File: src/ppcfg_pkg.sv
// Package: register map, reset values, pin modes and carrier structs for the port block
package ppcfg_pkg;
   localparam int NPORT = 5;
   localparam logic [7:0] ADDR_DATA [NPORT] = '{8'hC0, 8'hC1, 8'hC2, 8'hC3, 8'hFC};
   localparam logic [7:0] ADDR_DIR [NPORT] = '{8'hC4, 8'hC5, 8'hC6, 8'hC7, 8'hFD};
   localparam logic [7:0] ADDR_OPT [NPORT] = '{8'hCC, 8'hCD, 8'hCE, 8'hCF, 8'hFE};
   localparam logic [7:0] REG_RESET = 8'h00;
   // Lines that reach the converter mux (port A high nibble, B, C high nibble, D)
   localparam logic [7:0] ANALOG_CAP [NPORT] = '{8'hF0, 8'hFF, 8'hF0, 8'hFF, 8'h00};
   // Lines with the strong sink driver
   localparam logic [7:0] HISINK_CAP [NPORT] = '{8'h0F, 8'h00, 8'h00, 8'h00, 8'hFF};
   // Shared pin positions
   localparam int POS_OVF = 2;
   localparam int POS_PWM = 3;
   localparam int POS_CAP1 = 4;
   localparam int POS_CAP2 = 5;
   localparam int POS_SOUT = 3;
   localparam int POS_TXD = 5;
   localparam int PORT_A = 0;
   localparam int PORT_D = 3;

   typedef enum logic [2:0] {
      PPCFG_IN_PULL = 3'b000,
      PPCFG_IN_HIZ = 3'b001,
      PPCFG_IN_INT = 3'b010,
      PPCFG_IN_ANA = 3'b011,
      PPCFG_OUT_OD = 3'b100,
      PPCFG_OUT_PP = 3'b101
   } ppcfg_mode_e;

   typedef struct packed {
      logic pwm_pin_enable;
      logic overflow_pin_enable;
      logic reload_select_high;
      logic reload_select_low;
      logic pwm;
      logic timer_overflow_output;
      logic spi_sout;
      logic uart_tx_active;
      logic uart_tx;
   } ppcfg_alt_s;

   typedef struct packed {
      logic we;
      logic re;
      logic [7:0] addr;
      logic [7:0] wdata;
   } ppcfg_bus_s;

   function automatic ppcfg_mode_e ppcfg_decode(input logic dir, input logic opt,
                                                input logic dat);
      if (dir)
         return opt ? PPCFG_OUT_PP : PPCFG_OUT_OD;
      case ({opt, dat})
         2'b00: return PPCFG_IN_PULL;
         2'b01: return PPCFG_IN_HIZ;
         2'b10: return PPCFG_IN_INT;
         default: return PPCFG_IN_ANA;
      endcase
   endfunction
endpackage

File: src/ppcfg_line.sv
// One line: mode decode to pad controls
module ppcfg_line
   import ppcfg_pkg::*;
#(
   parameter bit ANALOG_OK = 1'b0,
   parameter bit HISINK_OK = 1'b0
) (
   input wire logic i_dir, // Direction bit
   input wire logic i_opt, // Option bit
   input wire logic i_dat, // Value driven when output
   input wire logic i_cfg, // Data latch as input configuration
   input wire logic i_pull_opt, // Pull-up option strap
   output logic o_oe, // Pad drive enable
   output logic o_out, // Pad output level
   output logic o_pull, // Pull-up enable
   output logic o_irq, // Routed to interrupt system
   output logic o_ana, // Connected to converter mux
   output logic o_hisink // Strong sink driver
);
   ppcfg_mode_e mode;
   always_comb begin
      mode = ppcfg_decode(i_dir, i_opt, i_cfg);
      o_oe = 1'b0;
      o_out = 1'b0;
      o_pull = 1'b0;
      o_irq = 1'b0;
      o_ana = 1'b0;
      o_hisink = 1'b0;
      case (mode)
         PPCFG_IN_PULL: o_pull = i_pull_opt;
         PPCFG_IN_HIZ: o_pull = 1'b0;
         PPCFG_IN_INT: begin
            o_pull = 1'b1;
            o_irq = 1'b1;
         end
         PPCFG_IN_ANA: o_ana = ANALOG_OK;
         PPCFG_OUT_OD: begin
            o_oe = ~i_dat;
            o_out = 1'b0;
            o_hisink = HISINK_OK;
         end
         PPCFG_OUT_PP: begin
            o_oe = 1'b1;
            o_out = i_dat;
            o_hisink = HISINK_OK;
         end
         default: o_oe = 1'b0;
      endcase
   end
endmodule // ppcfg_line

File: src/ppcfg_regs.sv
// Register file for one port: data latch, direction, option
module ppcfg_regs
   import ppcfg_pkg::*;
#(
   parameter logic [7:0] A_DATA = 8'hC0,
   parameter logic [7:0] A_DIR = 8'hC4,
   parameter logic [7:0] A_OPT = 8'hCC
) (
   input wire logic i_clk, // Core clock
   input wire logic i_resetn, // Async reset, low
   input wire ppcfg_pkg::ppcfg_bus_s i_bus, // Register access
   output logic [7:0] o_data, // Data latch
   output logic [7:0] o_dir, // Direction
   output logic [7:0] o_opt, // Option
   output logic o_hit_data, // Address selects data
   output logic o_hit_dir, // Address selects direction
   output logic o_hit_opt // Address selects option
);
   assign o_hit_data = i_bus.addr == A_DATA;
   assign o_hit_dir = i_bus.addr == A_DIR;
   assign o_hit_opt = i_bus.addr == A_OPT;

   always_ff @(posedge i_clk or negedge i_resetn) begin
      if (!i_resetn) begin
         o_data <= REG_RESET;
         o_dir <= REG_RESET;
         o_opt <= REG_RESET;
      end else if (i_bus.we) begin
         if (o_hit_data) o_data <= i_bus.wdata;
         if (o_hit_dir) o_dir <= i_bus.wdata;
         if (o_hit_opt) o_opt <= i_bus.wdata;
      end
   end
endmodule // ppcfg_regs

File: src/ppcfg_top.sv
// Top: five byte-wide ports with pad control and alternate-function muxing
module ppcfg_top
   import ppcfg_pkg::*;
(
   input wire logic I_REF_CLK, // Core clock, 100 MHz
   input wire logic I_RESETN, // Async reset, low
   input wire logic I_WE, // Data-space write strobe
   input wire logic I_RE, // Data-space read strobe
   input wire logic [7:0] I_ADDR, // Data-space address
   input wire logic [7:0] I_WDATA, // Write data
   input wire logic I_PULL_OPT, // Mask pull-up option
   input wire ppcfg_pkg::ppcfg_alt_s I_ALT, // Peripheral pin functions
   input wire logic [8*NPORT-1:0] I_PIN, // Pad input levels
   output logic [7:0] O_RDATA, // Read data
   output logic O_RVALID, // Read data valid, one cycle
   output logic [8*NPORT-1:0] O_PIN_OUT, // Pad output levels
   output logic [8*NPORT-1:0] O_PIN_OE, // Pad drive enables
   output logic [8*NPORT-1:0] O_PULL, // Pull-up enables
   output logic [8*NPORT-1:0] O_IRQ_EN, // Lines routed to interrupts
   output logic [8*NPORT-1:0] O_ANA_SEL, // Converter mux selects
   output logic [8*NPORT-1:0] O_HISINK, // Strong sink enables
   output logic [8*NPORT-1:0] O_PIN_LEVEL, // Pin levels for peripherals
   output logic O_CAP1_EN, // Capture one pin active
   output logic O_CAP2_EN // Capture two pin active
);
   ppcfg_bus_s bus;
   logic [7:0] dat [NPORT];
   logic [7:0] dir [NPORT];
   logic [7:0] opt [NPORT];
   logic [NPORT-1:0] hit_d, hit_r, hit_o;
   logic [8*NPORT-1:0] drv, cfg, l_oe, l_out, l_pull, l_irq, l_ana, l_hs;
   logic [7:0] next_rdata;

   assign bus = '{we: I_WE, re: I_RE, addr: I_ADDR, wdata: I_WDATA};

   for (genvar p = 0; p < NPORT; p++) begin : g_port
      ppcfg_regs #(
         .A_DATA(ADDR_DATA[p]),
         .A_DIR(ADDR_DIR[p]),
         .A_OPT(ADDR_OPT[p])
      ) u_regs (
         .i_clk(I_REF_CLK),
         .i_resetn(I_RESETN),
         .i_bus(bus),
         .o_data(dat[p]),
         .o_dir(dir[p]),
         .o_opt(opt[p]),
         .o_hit_data(hit_d[p]),
         .o_hit_dir(hit_r[p]),
         .o_hit_opt(hit_o[p])
      );
      for (genvar b = 0; b < 8; b++) begin : g_bit
         ppcfg_line #(
            .ANALOG_OK(ANALOG_CAP[p][b]),
            .HISINK_OK(HISINK_CAP[p][b])
         ) u_line (
            .i_dir(dir[p][b]),
            .i_opt(opt[p][b]),
            .i_dat(drv[8*p+b]),
            .i_cfg(cfg[8*p+b]),
            .i_pull_opt(I_PULL_OPT),
            .o_oe(l_oe[8*p+b]),
            .o_out(l_out[8*p+b]),
            .o_pull(l_pull[8*p+b]),
            .o_irq(l_irq[8*p+b]),
            .o_ana(l_ana[8*p+b]),
            .o_hisink(l_hs[8*p+b])
         );
      end
   end

   // Output source per line; alternate functions override the data latch only
   always_comb begin
      for (int p = 0; p < NPORT; p++) begin
         drv[8*p +: 8] = dat[p];
         cfg[8*p +: 8] = dat[p];
      end
      // Mode is set by the latch; mode decode in output ignores it anyway
      if (I_ALT.pwm_pin_enable && dir[PORT_A][POS_PWM])
         drv[8*PORT_A+POS_PWM] = I_ALT.pwm;
      if (I_ALT.overflow_pin_enable && dir[PORT_A][POS_OVF])
         drv[8*PORT_A+POS_OVF] = I_ALT.timer_overflow_output;
      if (dir[PORT_D][POS_SOUT] && !opt[PORT_D][POS_SOUT])
         drv[8*PORT_D+POS_SOUT] = I_ALT.spi_sout & dat[PORT_D][POS_SOUT];
      if (I_ALT.uart_tx_active)
         drv[8*PORT_D+POS_TXD] = I_ALT.uart_tx;
   end

   // Register read: pin level for input lines, latch for outputs
   always_comb begin
      next_rdata = 8'h00;
      for (int p = 0; p < NPORT; p++) begin
         if (hit_d[p])
            next_rdata = (dir[p] & dat[p]) | (~dir[p] & I_PIN[8*p +: 8]);
         if (hit_r[p])
            next_rdata = dir[p];
         if (hit_o[p])
            next_rdata = opt[p];
      end
   end

   always_ff @(posedge I_REF_CLK or negedge I_RESETN) begin
      if (!I_RESETN) begin
         O_RDATA <= 8'h00;
         O_RVALID <= 1'b0;
      end else begin
         O_RDATA <= I_RE ? next_rdata : 8'h00;
         O_RVALID <= I_RE;
      end
   end

   always_ff @(posedge I_REF_CLK or negedge I_RESETN) begin
      if (!I_RESETN) begin
         O_PIN_OUT <= '0;
         O_PIN_OE <= '0;
         O_PULL <= '0;
         O_IRQ_EN <= '0;
         O_ANA_SEL <= '0;
         O_HISINK <= '0;
         O_PIN_LEVEL <= '0;
         O_CAP1_EN <= 1'b0;
         O_CAP2_EN <= 1'b0;
      end else begin
         O_PIN_OUT <= l_out;
         O_PIN_OE <= l_oe;
         O_PULL <= l_pull;
         O_IRQ_EN <= l_irq;
         O_ANA_SEL <= l_ana;
         O_HISINK <= l_hs;
         O_PIN_LEVEL <= I_PIN;
         // Capture only claims the pin while selected and configured as input
         O_CAP1_EN <= I_ALT.reload_select_low & ~dir[PORT_A][POS_CAP1];
         O_CAP2_EN <= I_ALT.reload_select_high & ~dir[PORT_A][POS_CAP2];
      end
   end
endmodule // ppcfg_top

File: config.mk
export PLATFORM = sky130hd
export DESIGN_NAME = ppcfg_top
export DESIGN_NICKNAME = d
export VERILOG_FILES = /design/src/ppcfg_pkg.sv /design/src/ppcfg_line.sv /design/src/ppcfg_regs.sv /design/src/ppcfg_top.sv
export SDC_FILE = /design/constraint.sdc
export NUM_CORES = 1
export LEC_CHECK = 0
export BUFFER_PORTS_ARGS = -buffer_cell sky130_fd_sc_hd__buf_2
export CAP_MARGIN = 20
export CORE_ASPECT_RATIO = 1.75
export CORE_MARGIN = 2
export CORE_UTILIZATION = 57
export DETAILED_ROUTE_END_ITERATION = 10
export HOLD_SLACK_MARGIN = 0.06
export PLACE_DENSITY = 0.94
export SYNTH_ARGS = -nofsm -noshare
export SYNTH_HDL_FRONTEND = slang
export SYNTH_SLANG_ARGS = --single-unit
File: constraint.sdc
create_clock -name I_REF_CLK -period 3.3 [get_ports I_REF_CLK]
set_clock_uncertainty 0.15 [all_clocks]
set_input_delay 0.825 -clock I_REF_CLK [delete_from_list [all_inputs] [get_ports I_REF_CLK]]
set_output_delay 0.825 -clock I_REF_CLK [all_outputs]
set_load 0.005 [all_outputs]
==> results of run 1 <==
==> worst max-delay path by stage <==
stage | slack (ns) | to | start
after floorplan | 0.92 | g_port[1].u_regs.o_data[1]$_DFFE_PN0P_ | I_ADDR[1]
after global placement | 0.12 | O_RDATA[5]$_DFF_PN0_ | I_ADDR[2]
after detailed placement | 0.13 | O_RDATA[5]$_DFF_PN0_ | I_ADDR[2]
after CTS | 0.71 | O_RDATA[5]$_DFF_PN0_ | I_ADDR[2]
after global routing | 0.51 | O_RDATA[7]$_DFF_PN0_ | I_ADDR[2]
final | 0.58 | O_RDATA[5]$_DFF_PN0_ | I_ADDR[2]
==> final cells by class <==
cell class,instances,area share (%)
multi-input combinational,730,26.5
inverter,52,1.12
clock inverter,13,1.40
tap,316,2.27
clock buffer,41,5.02
sequential,367,52.8
timing repair buffer,346,10.9
==> state kept, by name (all words and copies together) (netlist names), 8 cells and up <==
| signal | count |
|---|---|
| O_IRQ_EN | 40 |
| O_PIN_LEVEL | 40 |
| O_PIN_OE | 40 |
| O_PIN_OUT | 40 |
| O_PULL | 40 |
| g_port.u_regs.o_data | 40 |
| g_port.u_regs.o_dir | 40 |
| g_port.u_regs.o_opt | 40 |
| O_ANA_SEL | 24 |
| O_HISINK | 12 |
| O_RDATA | 8 |
==> critical path: cells and delay by family <==
kind	cells	cell delay, ns
and+or+nand+nor	1	0.28
buffers and inverters	2	0.60
AOI/OAI and AO/OA	4	1.30
==> metal layers <==
layer | vias to the layer above | GRT usage [%] | share of wire [%]
met5 | - | 0 | 0
met4 | 0 | 18.8 | 6.4
met3 | 176 | 5.11 | 7.0
met2 | 599 | 57.5 | 53
met1 | 5498 | 36.5 | 34
li1 | 4717 | - | -
==> metrics by stage <==
| stage | area, sq um | utilization [%] |
|---|---|---|
| floorplan | 14600 | - |
| global placement | 16300 | 64.7 |
| detailed placement | 16300 | 64.7 |
| CTS | 17400 | 69.1 |
| global route | 17400 | 69.1 |
| finish | 17400 | 69.1 |
==> cells by family (layout without fill, tap and decap cells) <==
family | after synthesis | after routing | synth area share, %
DFF | 367 | 367 | 63.5
buffers and inverters | 162 | 452 | 5.71
and+or+nand+nor | 348 | 348 | 12.1
muxes | 118 | 118 | 9.07
other | 1 | 44 | 0.0259
AOI/OAI and AO/OA | 220 | 220 | 9.56
==> power by group <==
part | internal [mW] | switching (mW) | total (mW)
clock | 2.39 | 1.60 | 3.99
sequential | 4.73 | 0.205 | 4.94
combinational | 0.317 | 0.489 | 0.807
total | 7.44 | 2.29 | 9.73
==> layout by cell type (no fill, tap or decap), types with 5 or more instances in the layout <==
master,synthesis,layout
sky130_fd_sc_hd__o31ai_1,5,5
sky130_fd_sc_hd__mux2_2,104,104
sky130_fd_sc_hd__a31oi_1,9,9
sky130_fd_sc_hd__a22oi_1,6,6
sky130_fd_sc_hd__nor3_1,86,86
sky130_fd_sc_hd__o21a_1,8,8
sky130_fd_sc_hd__clkbuf_16,0,31
sky130_fd_sc_hd__o22ai_1,12,12
sky130_fd_sc_hd__clkinv_2,0,5
sky130_fd_sc_hd__bufinv_16,0,7
sky130_fd_sc_hd__o211ai_1,6,6
sky130_fd_sc_hd__nor2b_1,7,7
sky130_fd_sc_hd__a21oi_1,46,46
sky130_fd_sc_hd__nor2_1,96,96
sky130_fd_sc_hd__buf_12,0,6
sky130_fd_sc_hd__nor3b_1,6,6
sky130_fd_sc_hd__nand2_1,70,70
sky130_fd_sc_hd__dfrtp_1,367,367
sky130_fd_sc_hd__nor2_2,7,7
sky130_fd_sc_hd__nand3_1,10,10
sky130_fd_sc_hd__inv_1,50,50
sky130_fd_sc_hd__o21ai_0,69,69
sky130_fd_sc_hd__clkbuf_8,0,6
sky130_fd_sc_hd__buf_4,50,24
sky130_fd_sc_hd__buf_2,12,315
sky130_fd_sc_hd__nand2b_1,5,5
sky130_fd_sc_hd__conb_1,1,44
sky130_fd_sc_hd__and3_1,34,34
sky130_fd_sc_hd__a21boi_0,28,28
sky130_fd_sc_hd__mux2i_1,14,14
==> flow_metrics.env, run 1 <==
export IMPL_grt_usage_pct=32.3
export IMPL_ctsLongestPathBuffers=3
export IMPL_number_of_drc_violations_after_detailed_routing_iteration_0=974
export IMPL_clock_latency_ns=0.57
export IMPL_tritoncts="done"
export IMPL_setup_worst_path_end_class="register"
export IMPL_post_synth_num_cell_types=64
export IMPL_cts_num_sinks=367
export IMPL_worst_r2r_path_depth=6
export IMPL_drcViolationCount=0
export IMPL_critical_path_slowest_cell="sky130_fd_sc_hd__a2111oi_0"
export IMPL_final_setup_worst_slack_ns=0.584
export IMPL_grt_pass1_wl_microns=66700
export IMPL_post_route_cells_drive_above_1_share_pct=34.0
export IMPL_flop_and_latch_count_out_of_synthesis=367
export IMPL_cts_buffers_inserted=30
export IMPL_critPathMaxStageDelay_ns=0.67
export IMPL_worstMarginPinSlew_ns=0.759
export IMPL_synth_top_cell_by_area="sky130_fd_sc_hd__dfrtp_1"
export IMPL_post_layout_nonfiller_instances=1865
export IMPL_antenna_violations_before_repair=0
export IMPL_place_ws_ns=0.130
export IMPL_holdWs_ns=0.106
export IMPL_finalNetCount=1597
export IMPL_vias=10990
export IMPL_detailed_place_hpwl_microns=30500
export IMPL_maxSlewHeadroom_pct=48.1
export IMPL_grt_overflow_total=0
export IMPL_crit_chain="buf_2, buf_4, nand2_1, a2111oi_0, a221oi_1, o21ai_0, a21oi_1"
export IMPL_r2r_end="O_RDATA[2]$_DFF_PN0_"
export IMPL_power_density_mw_per_mm2=560
export IMPL_numPortBuffers=316
export IMPL_worstSetupPathType="in2reg"
export IMPL_setup_worst_path_start_class="input pin"
export IMPL_count_of_endpoints_failing_setup_in_the_final_report=0
export IMPL_synth_top_area_share_pct=63.5
export IMPL_postSynthAreaPerCell_sq_um=11.9
export IMPL_top_level_ports=361
export IMPL_yosys_top_cells_area="sky130_fd_sc_hd__dfrtp_1, sky130_fd_sc_hd__mux2_2, sky130_fd_sc_hd__nor3_1"
export IMPL_portion_of_the_post_synthesis_area_used_by_sequential_elements_pct=63.5
export IMPL_htree_num_levels=1
export IMPL_fp_coreArea_sq_mm=0.0251
export IMPL_clk_transition_reported_paths_ns=0.07
export IMPL_rr_startpoint="g_port[0].u_regs.o_dir[2]$_DFFE_PN0P_"
export IMPL_dieArea_sq_mm=0.0267
export IMPL_ys_warn_count=0
export IMPL_worst_hold_path_type="in2async"
export IMPL_timing_final_crit_period_ns=2.72
export IMPL_area_used_by_multi_input_combinational_logic_sq_mm=0.00460
export IMPL_synth_most_common_cell="sky130_fd_sc_hd__dfrtp_1"
export IMPL_timing_final_hold_violations=0
export IMPL_route_antenna_remaining_nets=0
export IMPL_register_area_sq_mm=0.00918
export IMPL_route_detailed_vias_per_inst=5.89
export IMPL_detail_route_wl_per_cell_microns=23.3
export IMPL_cts_root_buf="sky130_fd_sc_hd__clkbuf_16"
export IMPL_synthCells=1216
export IMPL_slew_viol_final=0
export IMPL_ff2ff_setup_slack_ns=1.01
export IMPL_fp_dieW_microns=124
export IMPL_holdBufCountCts=0
export IMPL_leakagePower_nw=8.92
export IMPL_grt_start_max_net_pins=83
export IMPL_synth_top_flop_cell="sky130_fd_sc_hd__dfrtp_1"
export IMPL_max_freq_ghz=0.368
export IMPL_flow_area_growth_from_synthesis_pct=20.3
export IMPL_irDropWorstVdd_v=0.000426
export IMPL_diodes=0
export IMPL_p_total_mw=9.73
export IMPL_finalWeightedCongestion=0.961
export IMPL_first_global_vias=11459
export IMPL_timing_final_crit_share_pct=82.3
export IMPL_cp_required_ns=3.60
export IMPL_post_cts_setup_buffers=0
export IMPL_initial_core_utilization_pct=57.5
export IMPL_grt_setup_unrepaired="false"
export IMPL_die_h_microns=215
export IMPL_arrival_time_of_data_at_the_critical_path_endpoint_ns=3.02
export IMPL_placement_rows=77
export IMPL_synth_edff_count=0
export IMPL_crit_fanout=25
export IMPL_fin_tns_setup_ns=0
export IMPL_firstDrtPassIters=8
export IMPL_outcome="completed"
export IMPL_post_synth_instance_area_sq_mm=0.0145
export IMPL_placedCellCount=1811
export IMPL_filler_cell_count=1713
export IMPL_post_synth_most_frequent_cells="sky130_fd_sc_hd__dfrtp_1, sky130_fd_sc_hd__mux2_2, sky130_fd_sc_hd__nor2_1"
export IMPL_asyncSetResetFlopFracSynth_pct=100
export IMPL_post_cts_repair_resize_count=0
export IMPL_totalWireLength_microns=43400
export IMPL_maximum_capacitance_violations=0
Power figures use the tool's default switching activity.
==> inputs of run 2 (changes only) <==
--- a/config.mk
+++ b/config.mk
@@ -5,14 +5,15 @@
 export SDC_FILE = /design/constraint.sdc
 export NUM_CORES = 1
 export LEC_CHECK = 0
+export ABC_AREA = 1
 export BUFFER_PORTS_ARGS = -buffer_cell sky130_fd_sc_hd__buf_2
 export CAP_MARGIN = 20
 export CORE_ASPECT_RATIO = 1.75
 export CORE_MARGIN = 2
-export CORE_UTILIZATION = 57
+export CORE_UTILIZATION = 53
 export DETAILED_ROUTE_END_ITERATION = 10
 export HOLD_SLACK_MARGIN = 0.06
-export PLACE_DENSITY = 0.94
+export PLACE_DENSITY = 0.89
 export SYNTH_ARGS = -nofsm -noshare
 export SYNTH_HDL_FRONTEND = slang
 export SYNTH_SLANG_ARGS = --single-unit
==> constraint.sdc (replaced) <==
create_clock -name I_REF_CLK -period 2.6 [get_ports I_REF_CLK]
set_clock_uncertainty 0.15 [all_clocks]
set_input_delay 0.65 -clock I_REF_CLK [delete_from_list [all_inputs] [get_ports I_REF_CLK]]
set_output_delay 0.65 -clock I_REF_CLK [all_outputs]
set_load 0.005 [all_outputs]
==> run 2 against run 1 <==
Compared with the run above:
- sequential power grew 24%
- critical path type unchanged
- count of clock-buffer cells in the layout grew 2
- via count grew 6.3%
- non-clock buffer count grew 35
- register-to-register slack lost 0.28 ns
- synthesized area shrank 2.5%
- largest cell class unchanged
- highest routed layer unchanged
- core utilization shrank 3.0 points
==> flow_metrics.env, run 2 <==
export IMPL_outcome="completed"
export IMPL_portion_of_the_post_synthesis_area_used_by_sequential_elements_pct=65.2
export IMPL_setup_worst_path_end_class="register"
export IMPL_synth_xor_area_share_pct=0
export IMPL_top_level_ports=361
export IMPL_post_synth_most_frequent_cells="sky130_fd_sc_hd__dfrtp_1, sky130_fd_sc_hd__nand2_1, sky130_fd_sc_hd__inv_1"
export IMPL_post_synth_mux_area_share_pct=0
export IMPL_post_synth_instance_area_sq_mm=0.0141
export IMPL_synth_top_cell_by_area="sky130_fd_sc_hd__dfrtp_1"
export IMPL_layout_common_cells="sky130_fd_sc_hd__dfrtp_1, sky130_fd_sc_hd__nand2_1, sky130_fd_sc_hd__buf_2"
export IMPL_grt_setup_unrepaired="false"
export IMPL_p_total_mw=12.1
export IMPL_setup_worst_path_start_class="input pin"
export IMPL_place_ws_ns=-0.00616
export IMPL_synthCells=1454
export IMPL_worst_hold_path_type="in2reg"
export IMPL_first_global_vias=11782
export IMPL_detail_route_wl_per_cell_microns=19.9
export IMPL_irDropWorstVdd_v=0.000493
export IMPL_detailed_place_hpwl_microns=31500
export IMPL_finalWeightedCongestion=0.909
export IMPL_initial_core_utilization_pct=53.4
export IMPL_synth_edff_count=0
export IMPL_fp_coreArea_sq_mm=0.0264
export IMPL_mostFrequentLayoutCell="sky130_fd_sc_hd__dfrtp_1"
export IMPL_firstDrtPassIters=6
export IMPL_max_freq_ghz=0.481
export IMPL_cts_root_buf="sky130_fd_sc_hd__clkbuf_16"
export IMPL_clk_transition_reported_paths_ns=0.07
export IMPL_cp_required_ns=2.95
export IMPL_placement_rows=79
export IMPL_arrival_time_of_data_at_the_critical_path_endpoint_ns=2.43
export IMPL_grt_met2_usage_pct=57.6
export IMPL_worstMarginPinSlew_ns=0.814
export IMPL_ctsLongestPathBuffers=3
export IMPL_clock_latency_ns=0.57
export IMPL_timing_final_crit_share_pct=79.9
export IMPL_die_h_microns=220
export IMPL_post_synth_num_cell_types=28
export IMPL_post_route_util_pct=66.1
export IMPL_maxSlewHeadroom_pct=45.7
export IMPL_htree_num_levels=1
export IMPL_final_setup_worst_slack_ns=0.522
export IMPL_grt_usage_pct=30.5
export IMPL_grt_busiest_layer="met2"
export IMPL_grt_start_max_net_pins=68
export IMPL_postSynthAreaPerCell_sq_um=9.69
export IMPL_dieArea_sq_mm=0.0280
export IMPL_flow_area_growth_from_synthesis_pct=23.8
export IMPL_drcViolationCount=0
export IMPL_diodes=0
export IMPL_antenna_violations_before_repair=0
export IMPL_groute_layer_met3_usage_pct=4.52
export IMPL_post_dp_cell_area_sq_mm=0.0160
export IMPL_crit_fanout=6
export IMPL_yosys_top_cells_area="sky130_fd_sc_hd__dfrtp_1, sky130_fd_sc_hd__nand2_1, sky130_fd_sc_hd__o21ai_0"
export IMPL_met1_usage_pct=32.3
export IMPL_tritoncts="done"
export IMPL_maximum_capacitance_violations=0
export IMPL_worstSetupPathType="in2reg"
export IMPL_fp_dieW_microns=127
export IMPL_count_of_endpoints_failing_setup_in_the_final_report=0
export IMPL_asyncSetResetFlopFracSynth_pct=100
export IMPL_cts_buffers_inserted=31
export IMPL_ys_warn_count=0
export IMPL_timing_final_hold_violations=0
export IMPL_post_route_cells_drive_above_1_share_pct=23.7
export IMPL_post_cts_repair_resize_count=0
export IMPL_route_detailed_vias_per_inst=5.38
export IMPL_synth_top_area_share_pct=65.2
export IMPL_finalNetCount=1893
export IMPL_timing_final_crit_period_ns=2.08
export IMPL_vias=11679
export IMPL_synth_most_common_cell="sky130_fd_sc_hd__dfrtp_1"
export IMPL_power_density_mw_per_mm2=692
export IMPL_dominant_combinational_cell_family_by_area_after_synthesis="simple AND/OR/NAND/NOR gates"
export IMPL_number_of_drc_violations_after_detailed_routing_iteration_0=990
export IMPL_flop_and_latch_count_out_of_synthesis=367
export IMPL_post_synth_fa_ha_maj_area_fraction_pct=0
export IMPL_synth_compound_area_share_pct=8.94
export IMPL_cts_num_sinks=367
export IMPL_totalWireLength_microns=43100
export IMPL_grt_overflow_total=0
export IMPL_numPortBuffers=316
export IMPL_post_cts_setup_buffers=0
export IMPL_post_route_cell_area_sq_mm=0.0174
export IMPL_leakagePower_nw=9.27
export IMPL_yosys_area_share_simple_pct=17.6
export IMPL_slew_viol_final=0
export IMPL_route_antenna_remaining_nets=0
export IMPL_grt_pass1_wl_microns=64900
export IMPL_synth_top_flop_cell="sky130_fd_sc_hd__dfrtp_1"
-- run 2: cell types whose count changed in the layout (fill, tap and decap cells not counted), sizes merged, moves of 34 or more --
cell / before / now
o21ai: 69 / 171
inv: 51 / 173
nand2: 75 / 371
and3: 34 / 0
mux2: 104 / 0
nor3: 89 / 34
-- run 2: cells by family (layout without fill, tap and decap cells) --
| family | after synthesis | in the layout |
|---|---|---|
| compound gates | 244 | 244 |
| other cells | 1 | 44 |
| flops | 367 | 367 |
| simple gates | 582 | 582 |
| buf+inv | 260 | 609 |
-- run 2: timing repair --
action / in CTS / in global routing
hold buffers: 32 / 1
endpoints found under the hold margin: 87 / 1
endpoints found under the setup margin: 0 / 0
-- run 2: cell type report --
class                   instances  area, sq um
flip-flops and latches        367         9180
fillers                      1945         8950
multi-input cells             870         3900
repair buffers                381         2210
clock buffers                  43          891
inverters                     172          647
well taps                     324          405
clock inverters                13          208
-- run 2: path summary, 6_finish.rpt --
kind | from | endpoint | slack (ns) | depth (start not counted)
worst min-delay path | I_PIN[14] | O_PIN_LEVEL[14]$_DFF_PN0_ | 0.08 | 1
worst max-delay path | I_ADDR[3] | O_RDATA[4]$_DFF_PN0_ | 0.52 | 14
worst min register to register | g_port[0].u_regs.o_dir[0]$_DFFE_PN0P_ | O_HISINK[0]$_DFF_PN0_ | 0.32 | 0
max in group asynchronous | I_RESETN | O_PIN_LEVEL[20]$_DFF_PN0_ | 1.03 | 3
min in group asynchronous | I_RESETN | O_PULL[29]$_DFF_PN0_ | 0.49 | 2
worst max register to register | g_port[0].u_regs.o_dir[4]$_DFFE_PN0P_ | O_RDATA[4]$_DFF_PN0_ | 0.73 | 13
-- run 2: metrics by stage --
| step | setup TNS [ns] | cells | hold WS [ns] |
|---|---|---|---|
| final | 0 | 2170 | 0.0815 |
| after global routing | 0 | 2170 | 0.0709 |
| after CTS | 0 | 2169 | 0.0631 |
| after detailed placement | -0.00616 | 2081 | 0.299 |
| after global placement | -0.0617 | 2081 | 0.298 |
| after floorplan | 0 | 1497 | 0.204 |
-- run 2: critical path, stage by stage --
cell and delay (ns):
sky130_fd_sc_hd__buf_2 0.13, sky130_fd_sc_hd__inv_1 0.13, sky130_fd_sc_hd__nand2_2 0.12, sky130_fd_sc_hd__inv_1 0.11, sky130_fd_sc_hd__nand2_2 0.11, sky130_fd_sc_hd__nor2_4 0.18, sky130_fd_sc_hd__inv_2 0.11, sky130_fd_sc_hd__a211oi_1 0.39
sky130_fd_sc_hd__nor2_1 0.09, sky130_fd_sc_hd__nand3_1 0.11, sky130_fd_sc_hd__nand2_1 0.06, sky130_fd_sc_hd__nand4_1 0.07, sky130_fd_sc_hd__nor2_1 0.05, sky130_fd_sc_hd__nor2_1 0.09
-- run 2: per-layer routing --
metal / wire length [microns] / part of all wire [%]
met4: 2570 / 6.0
met5: 0 / 0
met1: 14000 / 32
met3: 2840 / 6.6
met2: 23800 / 55
-- run 2: power by group --
part           total, mW  leakage (nW)  switching [mW]  internal, mW
logic              0.947          3.82           0.607         0.340
registers           6.15          4.90           0.177          5.97
clock network       4.98         0.543            2.09          2.90
total               12.1          9.27            2.87          9.20
==> inputs of run 3 (changes only) <==
--- a/config.mk
+++ b/config.mk
@@ -5,7 +5,7 @@
 export SDC_FILE = /design/constraint.sdc
 export NUM_CORES = 1
 export LEC_CHECK = 0
-export ABC_AREA = 1
+export ABC_AREA = 0
 export BUFFER_PORTS_ARGS = -buffer_cell sky130_fd_sc_hd__buf_2
 export CAP_MARGIN = 20
 export CORE_ASPECT_RATIO = 1.75
==> constraint.sdc (replaced) <==
create_clock -name I_REF_CLK -period 2.04 [get_ports I_REF_CLK]
set_clock_uncertainty 0.15 [all_clocks]
set_input_delay 0.51 -clock I_REF_CLK [delete_from_list [all_inputs] [get_ports I_REF_CLK]]
set_output_delay 0.51 -clock I_REF_CLK [all_outputs]
set_load 0.005 [all_outputs]
==> run 3 against run 2 <==
Compared with the run above:
- register-to-register slack worse by 0.63 ns
- first-iteration DRC count down 8.3%
- count of clock-buffer cells in the layout down 8
- core utilization up 2.8 points
- critical path depth down 6
- sequential cell count unchanged
- non-clock buffer count up 100
==> flow_metrics.env, run 3 (synthesized netlist as in run 1, its figures left out) <==
export IMPL_finalNetCount=1733
export IMPL_grt_setup_unrepaired="false"
export IMPL_initial_core_utilization_pct=53.5
export IMPL_max_freq_ghz=0.510
export IMPL_detail_route_wl_per_cell_microns=22.1
export IMPL_grt_start_max_net_pins=56
export IMPL_share_clk_of_total_power_pct=41.0
export IMPL_firstDrtPassIters=5
export IMPL_route_detailed_vias_per_inst=5.65
export IMPL_place_ws_ns=-0.401
export IMPL_antenna_violations_before_repair=2
export IMPL_vias=11391
export IMPL_grt_pass1_wl_microns=67400
export IMPL_critical_path_top_delay_family="compound AO/OA/AOI/OAI gates"
export IMPL_count_of_endpoints_failing_setup_in_the_final_report=0
export IMPL_p_sw_share_pct=24.5
export IMPL_tritoncts="done"
export IMPL_ctsLongestPathBuffers=3
export IMPL_number_of_drc_violations_after_detailed_routing_iteration_0=908
export IMPL_setup_worst_path_start_class="input pin"
export IMPL_dieArea_sq_mm=0.0287
export IMPL_detailed_place_hpwl_microns=30900
export IMPL_worst_r2r_path_depth=6
export IMPL_clock_latency_ns=0.57
export IMPL_placement_rows=80
export IMPL_first_global_vias=11803
export IMPL_fin_tns_setup_ns=0
export IMPL_finalWeightedCongestion=0.944
export IMPL_numPortBuffers=316
export IMPL_cp_required_ns=2.34
export IMPL_cpMostUsedCell="sky130_fd_sc_hd__a21oi_1"
export IMPL_ff2ff_setup_slack_ns=0.10
export IMPL_cp_num_buf_inv=2
export IMPL_hold_path_cell_count=3
export IMPL_grt_usage_pct=31.1
export IMPL_power_dissipated_by_switching_net_loads_mw=3.93
export IMPL_setup_worst_path_end_class="register"
export IMPL_post_route_cells_drive_above_1_share_pct=37.0
export IMPL_worstSetupPathType="in2reg"
export IMPL_post_cts_setup_buffers=0
export IMPL_placedCellCount=1913
export IMPL_timing_final_hold_violations=0
export IMPL_grt_overflow_total=0
export IMPL_fp_dieW_microns=129
export IMPL_die_h_microns=222
export IMPL_holdWs_ns=0.0977
export IMPL_outcome="completed"
export IMPL_post_route_util_pct=68.9
export IMPL_worst_hold_path_type="in2reg"
export IMPL_critPathMaxStageDelay_ns=0.53
export IMPL_route_antenna_remaining_nets=0
export IMPL_r2r_end="O_RDATA[2]$_DFF_PN0_"
export IMPL_seq_power_share_pct=49.6
export IMPL_crit_chain="dlygate4sd3_1, buf_2, nor2b_1, a211o_1, a21oi_1, a221oi_2, o211ai_1, a21oi_1"
export IMPL_cts_buffers_inserted=31
export IMPL_hold_end="O_PIN_OUT[2]$_DFF_PN0_"
export IMPL_clk_transition_reported_paths_ns=0.07
export IMPL_post_layout_nonfiller_instances=2016
export IMPL_top_level_ports=361
export IMPL_hold_start="I_ALT[3]"
export IMPL_fp_coreArea_sq_mm=0.0270
export IMPL_power_report_internal_total_mw=12.1
export IMPL_critical_path_slowest_cell="sky130_fd_sc_hd__dlygate4sd3_1"
export IMPL_power_density_mw_per_mm2=861
export IMPL_drcViolationCount=0
export IMPL_p_comb_share_pct=9.3
export IMPL_crit_fanout=2
export IMPL_irDropWorstVdd_v=0.000700
export IMPL_worstMarginPinSlew_ns=0.496
export IMPL_maxSlewHeadroom_pct=66.0
export IMPL_htree_num_levels=1
export IMPL_maximum_capacitance_violations=0
export IMPL_cts_num_sinks=367
export IMPL_totalWireLength_microns=44600
export IMPL_layout_common_cells="sky130_fd_sc_hd__dfrtp_1, sky130_fd_sc_hd__buf_2, sky130_fd_sc_hd__buf_4"
export IMPL_timing_final_crit_share_pct=96.1
export IMPL_final_setup_worst_slack_ns=0.0788
export IMPL_rr_startpoint="g_port[0].u_regs.o_dir[2]$_DFFE_PN0P_"
export IMPL_cts_root_buf="sky130_fd_sc_hd__clkbuf_16"
export IMPL_timing_final_crit_period_ns=1.96
export IMPL_leakagePower_nw=9.55
export IMPL_mostFrequentLayoutCell="sky130_fd_sc_hd__dfrtp_1"
export IMPL_slew_viol_final=0
export IMPL_flow_area_growth_from_synthesis_pct=28.9
export IMPL_arrival_time_of_data_at_the_critical_path_endpoint_ns=2.26
-- run 3: changes by cell type in the layout (fill, tap and decap cells not counted), moves of 28 or more --
| cell | previous run | this run |
|---|---|---|
| sky130_fd_sc_hd__nand2_1 | 361 | 70 |
| sky130_fd_sc_hd__nor3_1 | 32 | 86 |
| sky130_fd_sc_hd__o21ai_0 | 162 | 66 |
| sky130_fd_sc_hd__a21boi_0 | 0 | 28 |
| sky130_fd_sc_hd__inv_1 | 165 | 50 |
| sky130_fd_sc_hd__and3_1 | 0 | 34 |
| sky130_fd_sc_hd__mux2_2 | 0 | 104 |
| sky130_fd_sc_hd__buf_4 | 28 | 110 |
-- run 3: worst register-to-register path, cell delays in order (launching register included) --
cell and delay [ns]:
sky130_fd_sc_hd__dfrtp_1 0.39, sky130_fd_sc_hd__or3b_2 0.47, sky130_fd_sc_hd__a21oi_1 0.26, sky130_fd_sc_hd__o22ai_1 0.15, sky130_fd_sc_hd__o21ai_1 0.23, sky130_fd_sc_hd__a21oi_1 0.06, sky130_fd_sc_hd__o21ai_0 0.16
-- run 3: power by group through the flow --
stage               clock [mW]  combinational, mW  sequential, mW
CTS                       6.60               1.48            7.94
floorplan                    0              0.604            8.01
detailed placement           0               1.40            8.07
global route              6.91               1.62            7.99
finish                    6.58               1.49            7.96
global placement             0               1.36            8.06
-- run 3: worst max-delay path by stage --
stage | from | endpoint | slack, ns | cells past startpoint
2_1_floorplan | I_ADDR[4] | g_port[1].u_regs.o_dir[0]$_DFFE_PN0P_ | 0.02 | 5
3_3_place_gp | I_ADDR[4] | O_RDATA[4]$_DFF_PN0_ | -0.39 | 9
3_5_place_dp | I_ADDR[4] | O_RDATA[4]$_DFF_PN0_ | -0.40 | 9
4_1_cts | I_PIN[11] | O_RDATA[3]$_DFF_PN0_ | 0.04 | 9
5_1_grt | g_port[0].u_regs.o_dir[2]$_DFFE_PN0P_ | O_RDATA[2]$_DFF_PN0_ | 0.009 | 6
6_report | I_PIN[19] | O_RDATA[3]$_DFF_PN0_ | 0.08 | 8
-- run 3: routing by layer --
layer  vias to the layer above  GRT usage [%]  share of wire, %
li1                       4998              -                 -
met1                      5652           35.8                35
met2                       586           55.0                53
met3                       153           4.55               6.1
met4                         2           16.9               5.7
met5                         -              0             0.029
-- run 3: what timing repair did --
action	4_1_cts	5_1_grt
setup endpoints to repair	0	4
endpoints found under the hold margin	81	0
resized for setup	0	6
hold buffers	45	0
-- run 3: metrics by stage --
stage | area [sq um] | power [mW]
6_report | 18600 | 16.0
5_1_grt | 18600 | 16.5
4_1_cts | 18600 | 16.0
3_5_place_dp | 17000 | 9.48
3_3_place_gp | 17000 | 9.42
2_1_floorplan | 14600 | 8.62
-- run 3: final cells by class --
class / instances / area (sq um)
Multi-Input combinational cell: 730 / 4620
Sequential cell: 367 / 9180
Timing Repair Buffer: 481 / 3070
Clock inverter: 22 / 319
Fill cell: 1877 / 8400
Inverter: 52 / 195
Clock buffer: 35 / 821
Antenna cell: 1 / 2.50
Tap cell: 328 / 410
